**src/hw/fcw_pkg.sv**
```systemverilog
// shared constants, carriers and helpers of the four channel wave counter
package fcw_pkg;

   localparam int          CNT_W      = 15;
   localparam int          CH_N       = 4;
   localparam int          HW_W       = 16;
   localparam int          PRE_W      = 3;
   localparam int          PRE_CNT_W  = 7;
   localparam int          POL_BIT    = 15;
   localparam int          CMP_MSB    = 14;
   localparam int          CMP_LSB    = 0;
   localparam int          WAVE_TOP_CH = 3;
   localparam logic [14:0] CNT_RST    = 15'h0000;
   localparam logic [14:0] TOP_RST    = 15'h0000;
   localparam logic [14:0] CNT_ONE    = 15'h0001;
   localparam logic [15:0] PARAM_RST  = 16'h0000;
   localparam logic [6:0]  PRE_ALL    = 7'h7f;

   // one memory parameter: polarity over compare value
   typedef struct packed {
      logic        pol;
      logic [14:0] cmp;
   } fcw_param_t;

   typedef struct packed {
      fcw_param_t [3:0] ch;
   } fcw_group_t;

   typedef struct packed {
      logic        count_up_then_down;
      logic        layout_a;
      logic [2:0]  prescale_sel;
      logic [14:0] period_top_value;
   } fcw_cfg_t;

   typedef enum logic [2:0] {
      FCW_IDLE  = 3'b001,
      FCW_FETCH = 3'b010,
      FCW_RUN   = 3'b100
   } fcw_state_t;

   function automatic fcw_param_t fcw_decode(input logic [15:0] hw);
      fcw_param_t p;
      p.pol = hw[POL_BIT];
      p.cmp = hw[CMP_MSB:CMP_LSB];
      return p;
   endfunction

   function automatic fcw_group_t fcw_unpack(input logic [63:0] raw);
      fcw_group_t g;
      for (int i = 0; i < CH_N; i++) begin
         g.ch[i] = fcw_decode(raw[i*HW_W +: HW_W]);
      end
      return g;
   endfunction

endpackage

```
**src/hw/fcw_prescaler.sv**
```systemverilog
// base clock divider giving one tick every 2^sel clocks
`timescale 1ns/1ps
module fcw_prescaler (
   // clock and reset
   input  wire logic       clk,
   input  wire logic       arst_n,
   // control
   input  wire logic       run,
   input  wire logic [2:0] sel,
   // base clock tick
   output logic            tick
);

   logic [6:0] div_r;
   logic [6:0] div_nxt;
   wire  [6:0] lim = ~7'(fcw_pkg::PRE_ALL << sel);

   // compare with >= so a smaller divide picked mid-count cannot overrun
   assign tick    = run && (div_r >= lim);
   assign div_nxt = (!run || tick) ? 7'h00 : 7'(div_r + 7'h01);

   always_ff @(posedge clk or negedge arst_n) begin
      if (!arst_n) begin
         div_r <= 7'h00;
      end else begin
         div_r <= div_nxt;
      end
   end

endmodule // fcw_prescaler

```
**src/hw/fcw_channel.sv**
```systemverilog
// one compare channel producing a registered output level
`timescale 1ns/1ps
module fcw_channel (
   // clock and reset
   input  wire logic               clk,
   input  wire logic               arst_n,
   // control
   input  wire logic               run,
   input  wire logic               idle_level,
   input  wire fcw_pkg::fcw_param_t param,
   input  wire logic [14:0]        cnt,
   // pin level
   output logic                    out_r
);

   // falling first: high while below compare, so zero stays low and
   // a compare above the top value, or equal to it in up mode, never releases the pin
   wire below   = cnt < param.cmp;                       // RULE5 RULE12
   wire out_nxt = run ? (below ^ ~param.pol) : idle_level;  // RULE2 RULE22

   always_ff @(posedge clk or negedge arst_n) begin
      if (!arst_n) begin
         out_r <= 1'b0;
      end else begin
         out_r <= out_nxt;
      end
   end

endmodule // fcw_channel

```
**src/hw/fcw_wave_counter.sv**
```systemverilog
// wave counter top: shared counter, value loading and four channels
//
// Summary of operation
// RULE1 - one shared 15-bit counter feeds all four channels, same period everywhere.
// RULE2 - channel polarity comes from the fetched memory value only.
// RULE3 - mode input selects counting up only or up then down.
// RULE4 - top value limits the counter; with prescaler it sets the period.
// RULE5 - top below compare gives no edges; falling-first output stays high.
// RULE6 - compare values have no software path; only fetched values load them.
// RULE7 - software top may change any time; it is only sampled at events.
// RULE8 - the start task captures the top value.
// RULE9 - in layout_a the fourth fetched value is the top value.
// RULE10 - other layouts sample software top at start and each value load.
// RULE11 - up mode wraps to zero at top, and outputs invert there.
// RULE12 - falling-first: compare zero stays low, compare equal top stays high. In up-down the pin drops for the one tick at top.
// RULE13 - up mode pulses of all channels are edge aligned.
// RULE14 - up mode period is top base ticks, resolution one tick.
// RULE15 - up-down reverses at top to zero; second match inverts, centre aligned.
// RULE16 - up-down period is twice top base ticks, resolution two ticks.
// RULE17 - fetched updates apply glitch free, unattended, possibly every period.
// RULE18 - half word: bit 15 polarity, bits 14 to 0 compare value.
// RULE19 - layout_a drives only three channels; groups of four, fourth is top.
// RULE20 - start from idle fetches the first values before counting.
// RULE21 - counter compared every tick; new values applied at period boundary.
// RULE22 - after reset counter is zero and outputs idle until started. Pins are 0 in reset, idle from the first edge after release.
`timescale 1ns/1ps
module fcw_wave_counter (
   // clock and reset
   input  wire logic                clk,
   input  wire logic                arst_n,
   // configuration
   input  wire fcw_pkg::fcw_cfg_t   cfg,
   input  wire logic [3:0]          idle_level,
   // tasks
   input  wire logic                sequence_start_task,
   input  wire logic                stop_task,
   // value fetch from memory
   input  wire logic                fetch_valid,
   input  wire logic [63:0]         fetch_data,
   output logic                     fetch_ready,
   // pins
   output logic [3:0]               pwm_out,
   // status
   output logic                     running,
   output logic                     seq_started,
   output logic                     period_end,
   output logic [14:0]              count_value,
   output logic                     count_down
);

   // sequencing
   fcw_pkg::fcw_state_t state_r;
   fcw_pkg::fcw_state_t state_nxt;

   // shared counter, direction and active top
   logic [14:0]         cnt_r;
   logic [14:0]         cnt_nxt;
   logic                down_r;
   logic                down_nxt;
   logic [14:0]         top_r;
   logic [14:0]         top_nxt;

   // active and pending parameter groups
   fcw_pkg::fcw_group_t act_r;
   fcw_pkg::fcw_group_t act_nxt;
   fcw_pkg::fcw_group_t pend_r;
   logic                pend_vld_r;
   logic                pend_vld_nxt;

   // fetch request, stop and status pulses
   logic                req_r;
   logic                req_nxt;
   logic                stop_r;
   logic                stop_nxt;
   logic                started_r;
   logic                bound_r;
   logic                tick;

   // one step of the shared counter in either direction
   function automatic logic [14:0] step_up(input logic [14:0] v);
      return 15'(v + fcw_pkg::CNT_ONE);
   endfunction

   function automatic logic [14:0] step_down(input logic [14:0] v);
      return 15'(v - fcw_pkg::CNT_ONE);
   endfunction

   // layout_a carries the top in the fourth slot, other layouts use the port
   function automatic logic [14:0] top_pick(input logic                la,
                                            input fcw_pkg::fcw_group_t g,
                                            input logic [14:0]         sw);
      return la ? g.ch[fcw_pkg::WAVE_TOP_CH].cmp : sw;
   endfunction

   // layout_a leaves the fourth pin idle since its slot holds the top
   function automatic logic ch_enabled(input logic la, input int idx);
      return !(la && (idx == fcw_pkg::WAVE_TOP_CH));
   endfunction

   // decode and selection
   wire                 is_idle   = state_r == fcw_pkg::FCW_IDLE;
   wire                 is_fetch  = state_r == fcw_pkg::FCW_FETCH;
   wire                 is_run    = state_r == fcw_pkg::FCW_RUN;
   wire                 updown    = cfg.count_up_then_down;                  // RULE3
   wire                 start_go  = is_idle && sequence_start_task;          // RULE20
   wire                 accept    = req_r && fetch_valid;
   wire fcw_pkg::fcw_group_t fetched = fcw_pkg::fcw_unpack(fetch_data);      // RULE18
   // the fourth slot or the port, resampled at every load
   wire [14:0]          top_fetched = top_pick(cfg.layout_a, fetched,
                                               cfg.period_top_value);    // RULE9 RULE10
   wire [14:0]          top_pend  = top_pick(cfg.layout_a, pend_r,
                                             cfg.period_top_value);      // RULE9 RULE10
   wire                 top_zero  = top_r == fcw_pkg::CNT_RST;
   wire [14:0]          up_last   = top_zero ? fcw_pkg::CNT_RST :
                                    step_down(top_r);
   // up mode: top ticks per period; up-down: 0..top then back down to 1
   wire                 last_up   = cnt_r >= up_last;                         // RULE11 RULE14
   wire                 last_ud   = top_zero ||
                                    (down_r && (cnt_r <= fcw_pkg::CNT_ONE));  // RULE16
   wire                 last_step = updown ? last_ud : last_up;
   wire                 boundary  = is_run && tick && last_step;              // RULE4
   wire                 turn      = !down_r && (cnt_r >= top_r);              // RULE15

   // base clock ticks only while counting
   fcw_prescaler u_pre (
      .clk    (clk),
      .arst_n (arst_n),
      .run    (is_run),
      .sel    (cfg.prescale_sel),
      .tick   (tick)
   );

   // state sequence
   always_comb begin
      state_nxt = state_r;
      case (state_r)
         fcw_pkg::FCW_IDLE: begin
            // a start outside idle is ignored
            if (sequence_start_task) begin
               state_nxt = fcw_pkg::FCW_FETCH;                               // RULE20
            end
         end
         fcw_pkg::FCW_FETCH: begin
            if (stop_task || stop_r) begin
               state_nxt = fcw_pkg::FCW_IDLE;
            end else if (accept) begin
               state_nxt = fcw_pkg::FCW_RUN;                                 // RULE20
            end
         end
         fcw_pkg::FCW_RUN: begin
            // stop waits for the running period to complete
            if (boundary && stop_r) begin
               state_nxt = fcw_pkg::FCW_IDLE;
            end
         end
         default: begin
            state_nxt = fcw_pkg::FCW_IDLE;
         end
      endcase
   end

   // shared counter and direction
   always_comb begin
      cnt_nxt  = cnt_r;
      down_nxt = down_r;
      if (!is_run) begin
         cnt_nxt  = fcw_pkg::CNT_RST;                                        // RULE22
         down_nxt = 1'b0;
      end else if (tick) begin
         if (boundary) begin
            cnt_nxt  = fcw_pkg::CNT_RST;                                     // RULE11
            down_nxt = 1'b0;
         end else if (updown && turn) begin
            // top is shown for one tick only, then the count heads down
            cnt_nxt  = step_down(top_r);                                     // RULE15
            down_nxt = 1'b1;
         end else if (updown && down_r) begin
            cnt_nxt  = step_down(cnt_r);                                     // RULE15
         end else begin
            cnt_nxt  = step_up(cnt_r);                                       // RULE1
         end
      end
   end

   // active values change only at start, on first load or at a period boundary,
   // so no channel ever sees a half updated compare or top
   always_comb begin
      act_nxt      = act_r;
      top_nxt      = top_r;
      pend_vld_nxt = pend_vld_r;
      req_nxt      = req_r;
      if (start_go) begin
         top_nxt      = cfg.period_top_value;                                // RULE8
         pend_vld_nxt = 1'b0;
         req_nxt      = 1'b1;
      end else if (is_fetch && accept) begin
         act_nxt = fetched;                                                  // RULE6
         top_nxt = top_fetched;                                              // RULE10
         req_nxt = 1'b1;
      end else if (is_run) begin
         if (boundary && pend_vld_r) begin
            act_nxt      = pend_r;                                           // RULE17 RULE21
            top_nxt      = top_pend;                                         // RULE10
            pend_vld_nxt = 1'b0;
            req_nxt      = 1'b1;
         end else if (accept) begin
            // a group taken mid-period waits for the boundary
            pend_vld_nxt = 1'b1;
            req_nxt      = 1'b0;
         end
      end
      if (state_nxt == fcw_pkg::FCW_IDLE) begin
         req_nxt      = 1'b0;
         pend_vld_nxt = 1'b0;
      end
   end

   // a stop is held until the state reaches idle and dropped there, so a
   // stop given in the fetch state cannot cancel the next start
   always_comb begin
      stop_nxt = stop_r || (stop_task && !is_idle);
      if (state_nxt == fcw_pkg::FCW_IDLE) begin
         stop_nxt = 1'b0;
      end
   end

   always_ff @(posedge clk or negedge arst_n) begin
      if (!arst_n) begin
         state_r <= fcw_pkg::FCW_IDLE;
      end else begin
         state_r <= state_nxt;
      end
   end

   // counter, direction and top share one reset
   always_ff @(posedge clk or negedge arst_n) begin
      if (!arst_n) begin
         cnt_r   <= fcw_pkg::CNT_RST;                                        // RULE22
         down_r  <= 1'b0;
         top_r   <= fcw_pkg::TOP_RST;
      end else begin
         cnt_r   <= cnt_nxt;
         down_r  <= down_nxt;
         top_r   <= top_nxt;                                                 // RULE7
      end
   end

   // parameter groups, fetch request and stop
   always_ff @(posedge clk or negedge arst_n) begin
      if (!arst_n) begin
         act_r      <= {fcw_pkg::CH_N{fcw_pkg::PARAM_RST}};
         pend_r     <= {fcw_pkg::CH_N{fcw_pkg::PARAM_RST}};
         pend_vld_r <= 1'b0;
         req_r      <= 1'b0;
         stop_r     <= 1'b0;
      end else begin
         act_r      <= act_nxt;
         pend_vld_r <= pend_vld_nxt;
         req_r      <= req_nxt;
         stop_r     <= stop_nxt;
         if (is_run && accept) begin
            pend_r <= fetched;                                               // RULE6
         end
      end
   end

   // start event: first group taken and the counter about to run
   always_ff @(posedge clk or negedge arst_n) begin
      if (!arst_n) begin
         started_r <= 1'b0;
      end else begin
         started_r <= is_fetch && accept && !stop_task && !stop_r;
      end
   end

   // boundary echo, high in the clock in which the counter returns to zero
   always_ff @(posedge clk or negedge arst_n) begin
      if (!arst_n) begin
         bound_r <= 1'b0;
      end else begin
         bound_r <= boundary;
      end
   end

   // four compare channels on the one counter; layout_a keeps the fourth
   // at its idle level since its value slot carries the top instead
   for (genvar i = 0; i < fcw_pkg::CH_N; i++) begin : g_ch
      wire ch_run = is_run && ch_enabled(cfg.layout_a, i);                  // RULE19
      fcw_channel u_ch (
         .clk        (clk),
         .arst_n     (arst_n),
         .run        (ch_run),                                               // RULE13
         .idle_level (idle_level[i]),
         .param      (act_r.ch[i]),                                          // RULE21
         .cnt        (cnt_r),
         .out_r      (pwm_out[i])
      );
   end

   // status straight from registers, ready from the request flop
   assign fetch_ready = req_r;
   assign running     = is_run;
   assign seq_started = started_r;
   assign period_end  = bound_r;
   assign count_value = cnt_r;
   assign count_down  = down_r;

endmodule // fcw_wave_counter

```
**config.mk**
```make
export PLATFORM = sky130hd
export DESIGN_NAME = fcw_wave_counter
export DESIGN_NICKNAME = d
export VERILOG_FILES = /design/src/hw/fcw_pkg.sv /design/src/hw/fcw_prescaler.sv /design/src/hw/fcw_channel.sv /design/src/hw/fcw_wave_counter.sv
export SDC_FILE = /design/constraint.sdc
export NUM_CORES = 1
export LEC_CHECK = 0
export BUFFER_PORTS_ARGS = -buffer_cell sky130_fd_sc_hd__buf_4
export CAP_MARGIN = 5
export CORE_MARGIN = 2
export CORE_UTILIZATION = 64
export DETAILED_ROUTE_END_ITERATION = 12
export PLACE_DENSITY = 0.84
export SLEW_MARGIN = 20
export SYNTH_ARGS = -nofsm -noshare
export SYNTH_HDL_FRONTEND = slang
export SYNTH_SLANG_ARGS = --single-unit
```
**constraint.sdc**
```tcl
create_clock -name clk -period 9.7 [get_ports clk]
set_input_delay 0.485 -clock clk [delete_from_list [all_inputs] [get_ports clk]]
set_output_delay 0.485 -clock clk [all_outputs]
set_load 0.005 [all_outputs]
```
==> results.md <==
* Pwr Density at 153.3 nW/um2
* Layout fillers at 1146
* Skew final at 0.009876 ns
* Die Wd at 133.4 um
* Yosys warnings at 0
* Setup WS pre-CTS at 4.239 ns
* DP HPWL at 18830 um
* Worst setup EP type: flip-flop
* Post-CTS Resized at 0
* Hold Path Class: input port to flip-flop
* Worst-path clk slew at 0.07 ns
* Sink Count at 178
* Placed inst area at 11700 um2
* Post-route ant nets at 0
* Worst setup path startpoint: top_r[0]
* Setup TNS at 0 ns
* I/O pins at 117
* Final setup viols at 0
* Die area at 17800 um2
* Worst path cell trace: inv_1 -> ha_1 -> nor3b_4 -> nand2_2 -> or3_1 -> and2_1 -> ha_1 -> nor2b_1 -> o21ai_0 -> a41oi_1 -> o41ai_1 -> o22a_4 -> a31oi_4 -> buf_4 -> a211oi_1 -> a211oi_1
* Status: finished clean
* Top cells by count, synth: 177 x dfrtp_1, 98 x ha_1, 84 x nand2_1, 80 x inv_1, 79 x o21ai_0
* Max Cap Viol at 0
* Residual DRC count at 0
* First-pass DRT Iterations at 7
* Final hold slack at 0.2905 ns
* Synth top area share at 41.32%
* Worst R2R End: top_r[13]
* Antenna cell count at 0
* Cell taking the most area after synthesis: dfrtp_1
* Root buf cell: clkbuf_16
* NumNets Final at 1358
* Part of the Yosys area used for sequential elements at 41.56%
* First-pass GRT wire length at 44510 um
* Buffers and inverters on the worst path at 2
* Rows at 47
* Worst path slowest cell: buf_4
* Reg2Reg Setup Slack at 4.58 ns
* Maximum clock path buffer count at 2
* Final period utilization at 52.76%
* R2R depth at 16
* Routability Congestion at 0.9325
* Gr usage total at 32.13%
* FFs w/ async S/R, synth at 100.0%
* Leakage at 0.005881 uW
* Synth Cell Area at 10720 um2
* Kind of critical path: flip-flop to flip-flop
* CP Launch Type: flip-flop
* WP data arrival at 5.44 ns
* Antenna violations before repair at 0
* Largest net degree at the start of global routing at 93
* CP Depth at 16
* Syn nets at 1264
* First DRT Iteration DRCs at 892
* Vias in the first global route at 8717
* Inserted Clock Buffers at 17
* Distinct cell type count after synthesis at 56
* Max FO, Critical Path at 92
* Drt total wl at 27920 um
* Critical Path Sink: top_r[13]
* Post-route minimum period at 5.118 ns
* Peak VDD IR at 0.0001310 V
* GRT overflow at 0
* Reg-to-reg startpoint: top_r[0]
* Initial Utilization at 65.11%
* RSZ-0062 raised after global routing: false
* Clock Latency Late Sink at 0.43 ns
* H-tree levels at 4
* Routed via count at 8794
* Vias per std cell at 6.286
* Pins Over Slew Limit at 0
* Top-count cell post-synth: dfrtp_1
* CTS tree: yes
* Slew margin rel. at 36.63%
* Chip Height at 133.4 um
* Setup WS post-layout at 4.582 ns
* Core area at 16470 um2
* Final Hold Fails at 0
* Tightest Pin Transition at 0.9505 ns
* Worst EP required at 10.03 ns
* Wirelength per Cell at 19.95 um
* #FFs+latches synth at 178
* Top_reg_cell synth: dfrtp_1
* Crit path max-delay family: compound AO/OA/AOI/OAI gates
* F_max at 195.4 MHz
* Gate Count Post-Synth at 1073
* Critical path's largest stage delay at 0.77 ns
* Post-synth EDFFs at 0
* Layout area overhead at 14.93%
* Syn Area/Cell at 9.991 um2
* Synth area leaders: dfrtp_1 41%, ha_1 11%, mux2_2 7.2%
* Number of port buffers at 116
* Proportion of layout cells with a drive suffix above 1 at 20.19%
* Finished Cell Area at 12320 um2
where the power goes:
part	leakage, uW	switching, uW	internal (uW)
Sequential	0.00236	54.7	797
Clock	0.000273	288	400
Combinational	0.00325	206	144
Total	0.00588	548	1340
layer usage:
metal | vias up | share of wire, % | track usage (%)
met2 | 450 | 46 | 49.97
met4 | 0 | 4.6 | 16.67
li1 | 4035 | - | -
met5 | - | 0 | 0
met1 | 4209 | 40 | 42.95
met3 | 100 | 9.4 | 6.431
sequential cells by signal, indices dropped and copies added, names as in the netlist, 3 cells and up:
signal	cells
act_r	64
pend_r	64
count_value	15
top_r	15
u_pre.div_r	7
g_ch.u_ch.out_r	4
state_r	3
worst min path at each step:
stage                               from    endpoint  slack [ns]  cells after the start
final                     fetch_data[63]  pend_r[63]        0.29                      2
after global routing      fetch_data[40]  pend_r[40]        0.29                      2
after CTS                 fetch_data[63]  pend_r[63]        0.28                      2
after detailed placement          arst_n  state_r[1]        0.45                      1
after global placement            arst_n  state_r[1]        0.45                      1
after floorplan                   arst_n    act_r[0]        0.19                      0
area by class of cell:
cell class	count	area [um2]	area share (%)
clock buffers	24	481.7	3.910
clock inverters	7	100.1	0.8124
inverters	80	300.3	2.437
multi-input cells	759	5698	46.25
flip-flops and latches	178	4456	36.16
well taps	220	275.3	2.234
repair buffers	131	1010	8.195
through the flow:
| step | util [%] | total power (uW) | instances |
|---|---|---|---|
| 6_report | 74.83 | 1889 | 1399 |
| 5_1_grt | 74.83 | 1962 | 1399 |
| 4_1_cts | 74.66 | 1887 | 1398 |
| 3_5_place_dp | 71.06 | 1200 | 1366 |
| 3_3_place_gp | 71.06 | 1186 | 1366 |
| 2_1_floorplan | - | 1062 | 1073 |
layout by cell type (no fill, tap or decap), types with 5 or more instances in the layout:
| cell | instances |
|---|---|
| ha_1 | 98 |
| nand4_1 | 11 |
| nor3_1 | 29 |
| nand2_1 | 84 |
| mux2_2 | 69 |
| nor2_1 | 41 |
| a22o_1 | 6 |
| dfrtp_1 | 177 |
| and4_1 | 5 |
| o2bb2ai_1 | 10 |
| inv_1 | 80 |
| o211ai_1 | 5 |
| a211oi_1 | 52 |
| nor2b_1 | 24 |
| nand2b_1 | 14 |
| clkbuf_16 | 17 |
| and3_1 | 7 |
| o21ai_0 | 79 |
| a31oi_1 | 7 |
| mux2i_1 | 51 |
| a21oi_1 | 51 |
| nand3_1 | 15 |
| or3_1 | 7 |
| a21o_1 | 24 |
| buf_4 | 128 |
| o31ai_1 | 5 |
| xnor2_1 | 17 |
repair_timing:
action                                  4_1_cts  5_1_grt
hold buffers                                  1        0
hold endpoints to repair                      9        0
setup buffers                                 0        0
endpoints found under the setup margin        0        0
kinds of logic (layout without fill, tap and decap cells):
group	Yosys count	in the layout	share of synthesized area [%]
xor gates and xnor gates	20	20	1.634
muxes	120	120	12.01
AOI/OAI and AO/OA	260	260	15.67
adders and majority gates	98	98	11.44
and+or+nand+nor	261	261	12.24
DFF	178	178	41.56
buffers and inverters	136	242	5.439
No activity file was read; power rests on OpenSTA's default activity.
